**config.mk**
```make
export PLATFORM = sky130hd
export DESIGN_NAME = srt_rtc
export DESIGN_NICKNAME = d
export VERILOG_FILES = /design/src/logic/srt_pkg.sv /design/src/logic/srt_rtc.sv /design/src/logic/srt_sync3.sv /design/src/logic/srt_prescale.sv
export SDC_FILE = /design/constraint.sdc
export NUM_CORES = 1
export LEC_CHECK = 0
export BUFFER_PORTS_ARGS = -buffer_cell sky130_fd_sc_hd__buf_2
export CELL_PAD_IN_SITES_DETAIL_PLACEMENT = 1
export CELL_PAD_IN_SITES_GLOBAL_PLACEMENT = 2
export CORE_MARGIN = 2
export CORE_UTILIZATION = 42
export CTS_BUF_LIST = sky130_fd_sc_hd__clkbuf_2 sky130_fd_sc_hd__clkbuf_4 sky130_fd_sc_hd__clkbuf_8
export CTS_CLUSTER_DIAMETER = 80
export DETAILED_ROUTE_END_ITERATION = 8
export GPL_TIMING_DRIVEN = 0
export PLACE_DENSITY_LB_ADDON = 0.1
export SLEW_MARGIN = 20
export SYNTH_ARGS = -nofsm -noshare
export SYNTH_HDL_FRONTEND = slang
export SYNTH_SLANG_ARGS = --single-unit
```
**constraint.sdc**
```tcl
create_clock -name core_clk -period 6.2 [get_ports core_clk]
set_clock_uncertainty 0.15 [all_clocks]
set_input_delay 0.31 -clock core_clk [delete_from_list [all_inputs] [get_ports core_clk]]
set_output_delay 0.31 -clock core_clk [all_outputs]
set_load 0.02 [all_outputs]
```
**src/logic/srt_pkg.sv**
```systemverilog
// How it works
// - 32-bit seconds count advances once per second from the 32.768 kHz source
// - seconds count always runs; nothing can stop it
// - seconds count is read and written as two 16-bit registers 4021h/4022h
// - reset from no power loads the seconds count with its default
// - writing either seconds half sets the time-valid status bit
// - sync-busy status bit is high while a clock register update settles
// - each accepted seconds write changes the write-tamper counter
// - at most 8 time updates per hour; extra writes are silently dropped
// - alarm time is held in two 16-bit registers 4023h/4024h
// - alarm enabled and seconds equal alarm time raises the alarm event
// - alarm in sleep requests wake; alarm in off requests power-on
// - trim is 10-bit two's complement, MSB weighs -8 Hz
// - trim changes only accepted after the unlock code is written
// - 4021h holds the upper seconds half, 4022h the lower half
// - write-tamper counter takes a new pseudo-random value per accepted seconds write
package srt_pkg;
  localparam logic [15:0] OFF_TAMPER = 16'h4020;
  localparam logic [15:0] OFF_TIME_HI = 16'h4021;
  localparam logic [15:0] OFF_TIME_LO = 16'h4022;
  localparam logic [15:0] OFF_ALM_HI = 16'h4023;
  localparam logic [15:0] OFF_ALM_LO = 16'h4024;
  localparam logic [15:0] OFF_CTRL = 16'h4025;
  localparam logic [15:0] OFF_TRIM = 16'h4026;
  localparam logic [15:0] OFF_SECURITY = 16'h4027;

  localparam int CTRL_ALM_EN_BIT = 0;
  localparam int CTRL_VALID_BIT = 1;
  localparam int CTRL_BUSY_BIT = 2;
  localparam int TRIM_W = 10;
  localparam int TRIM_FRAC_BITS = 6;

  localparam logic [31:0] SECS_RESET = 32'h0000_0000;
  localparam logic [31:0] ALM_RESET = 32'h0000_0000;
  localparam logic [15:0] TAMPER_RESET = 16'h0000;
  localparam logic [15:0] LFSR_SEED = 16'hACE1;
  localparam logic [15:0] LFSR_TAPS = 16'hB400;
  localparam logic [9:0] TRIM_RESET = 10'h000;

  localparam int OSC_NOM_HZ = 32768;
  localparam int ACC_W = 23;
  localparam logic [ACC_W-1:0] ACC_STEP = 23'h00_0040;
  localparam logic [ACC_W-1:0] ACC_NOM =
    ACC_W'(OSC_NOM_HZ * (1 << TRIM_FRAC_BITS));
  localparam int HOUR_S = 3600;
  localparam logic [11:0] HOUR_TICKS = 12'(HOUR_S);
  localparam logic [3:0] MAX_UPDATES = 4'h8;
  localparam logic [1:0] SYNC_OSC_EDGES = 2'h2;
endpackage

```
**src/logic/srt_rtc.sv**
```systemverilog
// Added by the designer: the address-and-strobe port.
`timescale 1ns/1ns
module srt_rtc #(
  // arbitrary value, any non-zero code will do
  parameter logic [15:0] UNLOCK_CODE = 16'h5A5A
) (
  input wire logic core_clk,
  input wire logic reset,
  input wire logic xtal_in,
  input wire logic [15:0] reg_addr,
  input wire logic [15:0] reg_wdata,
  input wire logic reg_wr,
  input wire logic reg_rd,
  output logic [15:0] reg_rdata,
  input wire logic pwr_sleep,
  input wire logic pwr_off,
  output logic alarm_irq,
  output logic wake_req,
  output logic on_req
);
  import srt_pkg::*;

  // maximal-length shift; a non-zero seed never reaches zero
  function automatic logic [15:0] lfsr_step(input logic [15:0] v);
    lfsr_step = v[0] ? ((v >> 1) ^ LFSR_TAPS) : (v >> 1);
  endfunction

  // one write decode shared by every register
  function automatic logic wr_hit(input logic wr, input logic [15:0] addr,
    input logic [15:0] off);
    wr_hit = wr && (addr == off);
  endfunction

  logic osc_rise, sec_tick;

  // crystal level is asynchronous, filtered before any use
  srt_sync3 u_sync (
    .core_clk(core_clk),
    .reset(reset),
    .async_in(xtal_in),
    .rise(osc_rise)
  );

  logic [TRIM_W-1:0] trim_r, trim_nxt;

  // trim reaches the divider only through the locked register
  srt_prescale u_pre (
    .core_clk(core_clk),
    .reset(reset),
    .osc_rise(osc_rise),
    .trim(trim_r),
    .sec_tick(sec_tick)
  );

  // update window state, read by the write decode
  logic [3:0] upd_cnt_r, upd_cnt_nxt;
  logic [11:0] win_r, win_nxt;
  logic win_act_r, win_act_nxt, win_done;

  // write decode
  logic wr_time_hi, wr_time_lo, wr_alm_hi, wr_alm_lo;
  logic wr_ctrl, wr_trim, wr_sec, time_wr, time_ok;
  always_comb begin
    wr_time_hi = wr_hit(reg_wr, reg_addr, OFF_TIME_HI);
    wr_time_lo = wr_hit(reg_wr, reg_addr, OFF_TIME_LO);
    wr_alm_hi = wr_hit(reg_wr, reg_addr, OFF_ALM_HI);
    wr_alm_lo = wr_hit(reg_wr, reg_addr, OFF_ALM_LO);
    wr_ctrl = wr_hit(reg_wr, reg_addr, OFF_CTRL);
    wr_trim = wr_hit(reg_wr, reg_addr, OFF_TRIM);
    wr_sec = wr_hit(reg_wr, reg_addr, OFF_SECURITY);
    time_wr = wr_time_hi | wr_time_lo;
    // hour ending this cycle frees the count for a write
    win_done = win_act_r && sec_tick && (win_r == 12'h001);
    time_ok = time_wr && (win_done || (upd_cnt_r < MAX_UPDATES));
  end

  // seconds count, validity, tamper counter
  logic [31:0] secs_r, secs_nxt;
  logic valid_r, valid_nxt;
  logic [15:0] tamper_r, tamper_nxt, lfsr_r, lfsr_nxt;
  always_comb begin
    secs_nxt = secs_r;
    // a tick and a write together: the written half wins
    // free-running count
    if (sec_tick) begin
      secs_nxt = secs_r + 32'h0000_0001;
    end
    if (time_ok && wr_time_hi) begin
      secs_nxt[31:16] = reg_wdata;
    end
    if (time_ok && wr_time_lo) begin
      secs_nxt[15:0] = reg_wdata;
    end
    valid_nxt = valid_r | time_ok;
    // keeps stepping so the sampled value depends on write timing
    lfsr_nxt = lfsr_step(lfsr_r);
    tamper_nxt = tamper_r;
    // never repeats the value it replaces, so every write shows
    // tamper value refresh
    if (time_ok) begin
      tamper_nxt = (lfsr_r == tamper_r) ? lfsr_nxt : lfsr_r;
    end
  end

  always_ff @(posedge core_clk) begin
    // reset stands for power-up from no power
    // power-up default
    if (reset) begin
      secs_r <= SECS_RESET;
      valid_r <= 1'b0;
      tamper_r <= TAMPER_RESET;
      lfsr_r <= LFSR_SEED;
    end else begin
      secs_r <= secs_nxt;
      valid_r <= valid_nxt;
      tamper_r <= tamper_nxt;
      lfsr_r <= lfsr_nxt;
    end
  end

  // update window, opened by the first accepted write, not on a grid
  always_comb begin
    upd_cnt_nxt = upd_cnt_r;
    win_nxt = win_r;
    win_act_nxt = win_act_r;
    if (win_act_r && sec_tick) begin
      if (win_r == 12'h001) begin
        win_act_nxt = 1'b0;
        upd_cnt_nxt = 4'h0;
        win_nxt = 12'h000;
      end else begin
        win_nxt = win_r - 12'h001;
      end
    end
    // a write in the closing cycle starts the next hour
    // count accepted updates
    if (time_ok) begin
      if (!win_act_nxt) begin
        win_act_nxt = 1'b1;
        win_nxt = HOUR_TICKS;
        upd_cnt_nxt = 4'h1;
      end else begin
        upd_cnt_nxt = upd_cnt_nxt + 4'h1;
      end
    end
  end

  always_ff @(posedge core_clk) begin
    if (reset) begin
      upd_cnt_r <= 4'h0;
      win_r <= 12'h000;
      win_act_r <= 1'b0;
    end else begin
      upd_cnt_r <= upd_cnt_nxt;
      win_r <= win_nxt;
      win_act_r <= win_act_nxt;
    end
  end

  // alarm, control, trim and lock
  logic [31:0] alm_r, alm_nxt;
  logic alm_en_r, alm_en_nxt, unlock_r, unlock_nxt;
  always_comb begin
    alm_nxt = alm_r;
    alm_en_nxt = alm_en_r;
    trim_nxt = trim_r;
    unlock_nxt = unlock_r;
    if (wr_alm_hi) begin
      alm_nxt[31:16] = reg_wdata;
    end
    if (wr_alm_lo) begin
      alm_nxt[15:0] = reg_wdata;
    end
    // only the enable bit is writable; status bits are read-only
    if (wr_ctrl) begin
      alm_en_nxt = reg_wdata[CTRL_ALM_EN_BIT];
    end
    // any other code locks again, so a stray write cannot unlock
    // key lock
    if (wr_sec) begin
      unlock_nxt = (reg_wdata == UNLOCK_CODE);
    end
    if (wr_trim && unlock_r) begin
      trim_nxt = reg_wdata[TRIM_W-1:0];
    end
  end

  always_ff @(posedge core_clk) begin
    if (reset) begin
      alm_r <= ALM_RESET;
      alm_en_r <= 1'b0;
      trim_r <= TRIM_RESET;
      unlock_r <= 1'b0;
    end else begin
      alm_r <= alm_nxt;
      alm_en_r <= alm_en_nxt;
      trim_r <= trim_nxt;
      unlock_r <= unlock_nxt;
    end
  end

  // writes while busy are not refused; the host has to poll
  // sync busy: held for two oscillator edges after an update
  logic busy_r, busy_nxt, clk_reg_wr;
  logic [1:0] busy_cnt_r, busy_cnt_nxt;
  always_comb begin
    clk_reg_wr = time_ok | wr_alm_hi | wr_alm_lo | wr_ctrl
      | (wr_trim & unlock_r);
    busy_nxt = busy_r;
    busy_cnt_nxt = busy_cnt_r;
    // a fresh write restarts the count
    // busy while settling
    if (clk_reg_wr) begin
      busy_nxt = 1'b1;
      busy_cnt_nxt = SYNC_OSC_EDGES;
    end else if (busy_r && osc_rise) begin
      busy_cnt_nxt = busy_cnt_r - 2'h1;
      if (busy_cnt_r == 2'h1) begin
        busy_nxt = 1'b0;
      end
    end
  end

  always_ff @(posedge core_clk) begin
    if (reset) begin
      busy_r <= 1'b0;
      busy_cnt_r <= 2'h0;
    end else begin
      busy_r <= busy_nxt;
      busy_cnt_r <= busy_cnt_nxt;
    end
  end

  // alarm event and power requests
  logic match_now, match_r, irq_nxt, wake_nxt, on_nxt;
  logic irq_r, wake_r, on_r;
  always_comb begin
    match_now = alm_en_r && (secs_r == alm_r);
    irq_nxt = match_now & ~match_r;
    // power state taken in the cycle the match begins
    // state-dependent request
    wake_nxt = irq_nxt & pwr_sleep;
    on_nxt = irq_nxt & pwr_off & ~pwr_sleep;
  end

  always_ff @(posedge core_clk) begin
    if (reset) begin
      match_r <= 1'b0;
      irq_r <= 1'b0;
      wake_r <= 1'b0;
      on_r <= 1'b0;
    end else begin
      match_r <= match_now;
      irq_r <= irq_nxt;
      wake_r <= wake_nxt;
      on_r <= on_nxt;
    end
  end

  // read port, unmapped offsets read zero
  // registered: data stand only in the cycle after the strobe
  logic [15:0] rdata_r, rdata_nxt;
  always_comb begin
    rdata_nxt = 16'h0000;
    if (reg_rd) begin
      unique case (reg_addr)
        OFF_TAMPER: rdata_nxt = tamper_r;
        OFF_TIME_HI: rdata_nxt = secs_r[31:16];
        OFF_TIME_LO: rdata_nxt = secs_r[15:0];
        OFF_ALM_HI: rdata_nxt = alm_r[31:16];
        OFF_ALM_LO: rdata_nxt = alm_r[15:0];
        OFF_CTRL: begin
          rdata_nxt[CTRL_ALM_EN_BIT] = alm_en_r;
          rdata_nxt[CTRL_VALID_BIT] = valid_r;
          rdata_nxt[CTRL_BUSY_BIT] = busy_r;
        end
        OFF_TRIM: rdata_nxt[TRIM_W-1:0] = trim_r;
        OFF_SECURITY: rdata_nxt[0] = unlock_r;
        default: rdata_nxt = 16'h0000;
      endcase
    end
  end

  always_ff @(posedge core_clk) begin
    if (reset) begin
      rdata_r <= 16'h0000;
    end else begin
      rdata_r <= rdata_nxt;
    end
  end

  assign reg_rdata = rdata_r;
  assign alarm_irq = irq_r;
  assign wake_req = wake_r;
  assign on_req = on_r;
endmodule

```
**src/logic/srt_sync3.sv**
```systemverilog
`timescale 1ns/1ns
module srt_sync3 (
  input wire logic core_clk,
  input wire logic reset,
  input wire logic async_in,
  output logic rise
);
  logic s1_r, s2_r, s3_r, lvl_r, rise_r;
  logic lvl_nxt, rise_nxt;

  // level only moves once the two later stages agree
  always_comb begin
    lvl_nxt = (s2_r == s3_r) ? s3_r : lvl_r;
    rise_nxt = lvl_nxt & ~lvl_r;
  end

  always_ff @(posedge core_clk) begin
    if (reset) begin
      s1_r <= 1'b0;
      s2_r <= 1'b0;
      s3_r <= 1'b0;
      lvl_r <= 1'b0;
      rise_r <= 1'b0;
    end else begin
      s1_r <= async_in;
      s2_r <= s1_r;
      s3_r <= s2_r;
      lvl_r <= lvl_nxt;
      rise_r <= rise_nxt;
    end
  end

  assign rise = rise_r;
endmodule

```
**src/logic/srt_prescale.sv**
```systemverilog
`timescale 1ns/1ns
module srt_prescale (
  input wire logic core_clk,
  input wire logic reset,
  input wire logic osc_rise,
  input wire logic [srt_pkg::TRIM_W-1:0] trim,
  output logic sec_tick
);
  import srt_pkg::*;
  logic [ACC_W-1:0] acc_r, acc_nxt, target, sum;
  logic tick_r, tick_nxt;

  // fractional divider
  // each osc edge adds 64; a second lasts 32768*64 + trim sixty-fourths
  always_comb begin
    target = ACC_NOM + {{(ACC_W - TRIM_W){trim[TRIM_W-1]}}, trim};
    sum = acc_r + ACC_STEP;
    acc_nxt = acc_r;
    tick_nxt = 1'b0;
    if (osc_rise) begin
      if (sum >= target) begin
        acc_nxt = sum - target;
        tick_nxt = 1'b1;
      end else begin
        acc_nxt = sum;
      end
    end
  end

  always_ff @(posedge core_clk) begin
    if (reset) begin
      acc_r <= '0;
      tick_r <= 1'b0;
    end else begin
      acc_r <= acc_nxt;
      tick_r <= tick_nxt;
    end
  end

  assign sec_tick = tick_r;
endmodule

```
==> impl_metrics.json <==
{
  "ant_nets": 0,
  "synth-edff-count": 0,
  "dieArea_um2": 24400,
  "synth.largest_area_cell": "dfxtp_1",
  "syn_avg_cell_area_um2": 8.35,
  "overflow": 0,
  "final_cell_area_um2": 10900,
  "max_freq_ghz": 0.221,
  "pwr-share-seq": 0.547,
  "crit_path_start_kind": "register",
  "drtIter0Drc": 595,
  "place_congestion": 0.919,
  "p_sw_uw": 614,
  "final_cell_mix": "178 x dfxtp_1, 122 x nor2_1, 117 x nand2_1",
  "yosysUniqueCellTypes": 70,
  "grt_max_degree": 22,
  "hp-class": "in2reg",
  "drc": 0,
  "grt_pass1_vias": 8989,
  "clkTransAtPathRegs_ns": 0.12,
  "dr.pass1.iters": 7,
  "tritoncts": "built",
  "clock_power_share": 0.404,
  "grt_pass1_wl_um": 52500,
  "grtUsageTotal": 0.282,
  "power_switching_share": 0.290,
  "ys_async_sr_fraction": 0,
  "tightestPinTransition_ns": 0.963,
  "p_per_area_nw_per_um2": 194,
  "slew_headroom": 0.353,
  "yosysTopAreaCellShare": 0.366,
  "htree_num_levels": 4,
  "vdd_ir_drop_max_mv": 0.136,
  "syn_area_um2": 9720,
  "drive_gt1_frac": 0.0957,
  "hold_viol_final": 0,
  "status": "completed",
  "p_comb_frac": 0.048,
  "power_leakage_nw": 4.01,
  "wl_per_cell_um": 21.8,
  "fin_hold_ws_ns": 0.00141,
  "root_buffer": "clkbuf_8",
  "finish.utilization": 0.481,
  "rows": 55,
  "ys_top_cells_by_area": "dfxtp_1 37%, xnor2_1 5.9%, xor2_1 5.2%",
  "min_period_over_period": 0.729,
  "cap_violations": 0,
  "io_buffers": 56,
  "totalWireLength_um": 33700,
  "cts_sinks": 178,
  "synth_fp_nets": 1232,
  "timing.final.max_slew_violations": 0,
  "yosysSeqAreaShare": 0.366,
  "place_area_um2": 10400,
  "diodes": 0,
  "area_growth_pct": 12.4,
  "p_int_mw": 1.50,
  "rsz0062_at_grt": "false",
  "synth_ff_type": "dfxtp_1",
  "start_util": 0.428,
  "antenna_found_initial": 0,
  "arrival_ns": 4.76,
  "vias": 9119,
  "drt-vias-per-instance": 5.89,
  "path_class": "reg2reg",
  "required_ns": 6.44,
  "min_period_ns": 4.52,
  "r2r_slack_ns": 1.68,
  "clockBufferDepth": 2,
  "layout_commonest_cell": "dfxtp_1",
  "finalSetupViolCount": 0,
  "critPathMaxFanout": 10,
  "yosysWarnings": 0,
  "dp_hpwl_um": 25700,
  "die_width_um": 156,
  "nNetsFinal": 1319,
  "cts_resized": 0,
  "cts_made_buffers": 17,
  "io_pins": 58,
  "clk-insertion-delay-late_ns": 0.49,
  "synthCells": 1164,
  "core_um2": 22700,
  "total_power_mw": 2.12,
  "ys_ff_latch": 178,
  "worst_setup_path_end_kind": "register",
  "die_h_um": 156,
  "fin_setup_tns_ns": 0
}
## Yosys cell counts, drive strengths merged, types with 3 or more instances
| library cell | number |
|---|---|
| dfxtp | 178 |
| nor2 | 122 |
| nand2 | 118 |
| a21oi | 86 |
| xnor2 | 65 |
| xor2 | 58 |
| clkbuf | 54 |
| nand3 | 50 |
| a211oi | 49 |
| mux2i | 38 |
| a22oi | 31 |
| nand4 | 29 |
| ha | 28 |
| inv | 27 |
| and3 | 23 |
| nor3 | 20 |
| a31oi | 17 |
| nor4 | 17 |
| o21ai | 16 |
| nor2b | 14 |
| and2 | 12 |
| buf | 11 |
| a222oi | 9 |
| a21o | 8 |
| and4 | 7 |
| nand2b | 7 |
| o21a | 7 |
| or2 | 7 |
| o211ai | 6 |
| a311oi | 5 |
| nand4b | 5 |
| a2111oi | 4 |
| a211o | 3 |
| a21boi | 3 |
| o31a | 3 |
| o32ai | 3 |
## power groups by stage
stage | Sequential (mW) | Clock [mW] | Combinational [mW]
floorplan | 1.18 | 0 | 0.0471
global placement | 1.19 | 0 | 0.0949
detailed placement | 1.19 | 0 | 0.0958
CTS | 1.16 | 0.873 | 0.102
global route | 1.16 | 0.916 | 0.110
finish | 1.16 | 0.857 | 0.102
## sequential cells by signal (all words and copies together) (netlist names), 4 cells and up
name	count
win_r	12
secs_r	32
reg_rdata	16
tamper_r	16
upd_cnt_r	4
u_pre.acc_r	23
alm_r	32
trim_r	10
lfsr_r	16
## critical path, cell delays in order (launching register included)
cell,delay [ns]
dfxtp_1,0.32
buf_2,0.20
nand4_1,0.27
nor3_1,0.70
xnor2_1,0.15
ha_1,0.32
clkbuf_1,0.31
and3_1,0.32
a21oi_1,0.10
a21oi_1,0.26
and2_1,0.17
clkbuf_2,0.17
o21a_1,0.30
buf_2,0.33
nand2_1,0.10
a311oi_1,0.26
## per-layer routing
layer | part of all wire | track usage
met1 | 0.46 | 0.383
met2 | 0.46 | 0.462
met3 | 0.045 | 0.0417
met4 | 0.030 | 0.0926
met5 | 0 | 0
## what timing repair did
item / 4_1_cts / 5_1_grt
endpoints found under the hold margin: 27 / 0
buffers inserted: 0 / 0
hold buffers: 12 / 0
## metrics by stage
stage | worst slack, ns | std cells
6_report | 1.68 | 1549
5_1_grt | 1.32 | 1549
4_1_cts | 1.71 | 1549
3_5_place_dp | 1.77 | 1505
3_3_place_gp | 1.79 | 1505
2_1_floorplan | 2.57 | 1164
## logic make-up after synthesis
group           Yosys count  synth area share
compound gates          263             0.187
xor+xnor                123             0.111
fa+ha+maj                29            0.0381
buf+inv                  92            0.0376
flops                   178             0.366
mux                      38            0.0391
simple gates            441             0.221
## path summary, 6_finish.rpt
| check | start | endpoint | depth (start not counted) |
|---|---|---|---|
| worst max-delay path | u_pre.acc_r[8] | u_pre.acc_r[15] | 15 |
| worst min-delay path | reg_wdata[4] | alm_r[4] | 3 |
| worst max register to register | u_pre.acc_r[8] | u_pre.acc_r[15] | 15 |
| worst min register to register | match_r | alarm_irq | 1 |
## area by class of cell
class	instances	area, µm²
clock buffer	17	234
fill	2788	11800
buffer	65	264
inverter	27	101
tap	285	357
sequential	178	3560
timing repair buffer	68	400
clock inverter	15	193
multi-input combinational	894	5810
No activity file was read; power rests on OpenSTA's default activity.
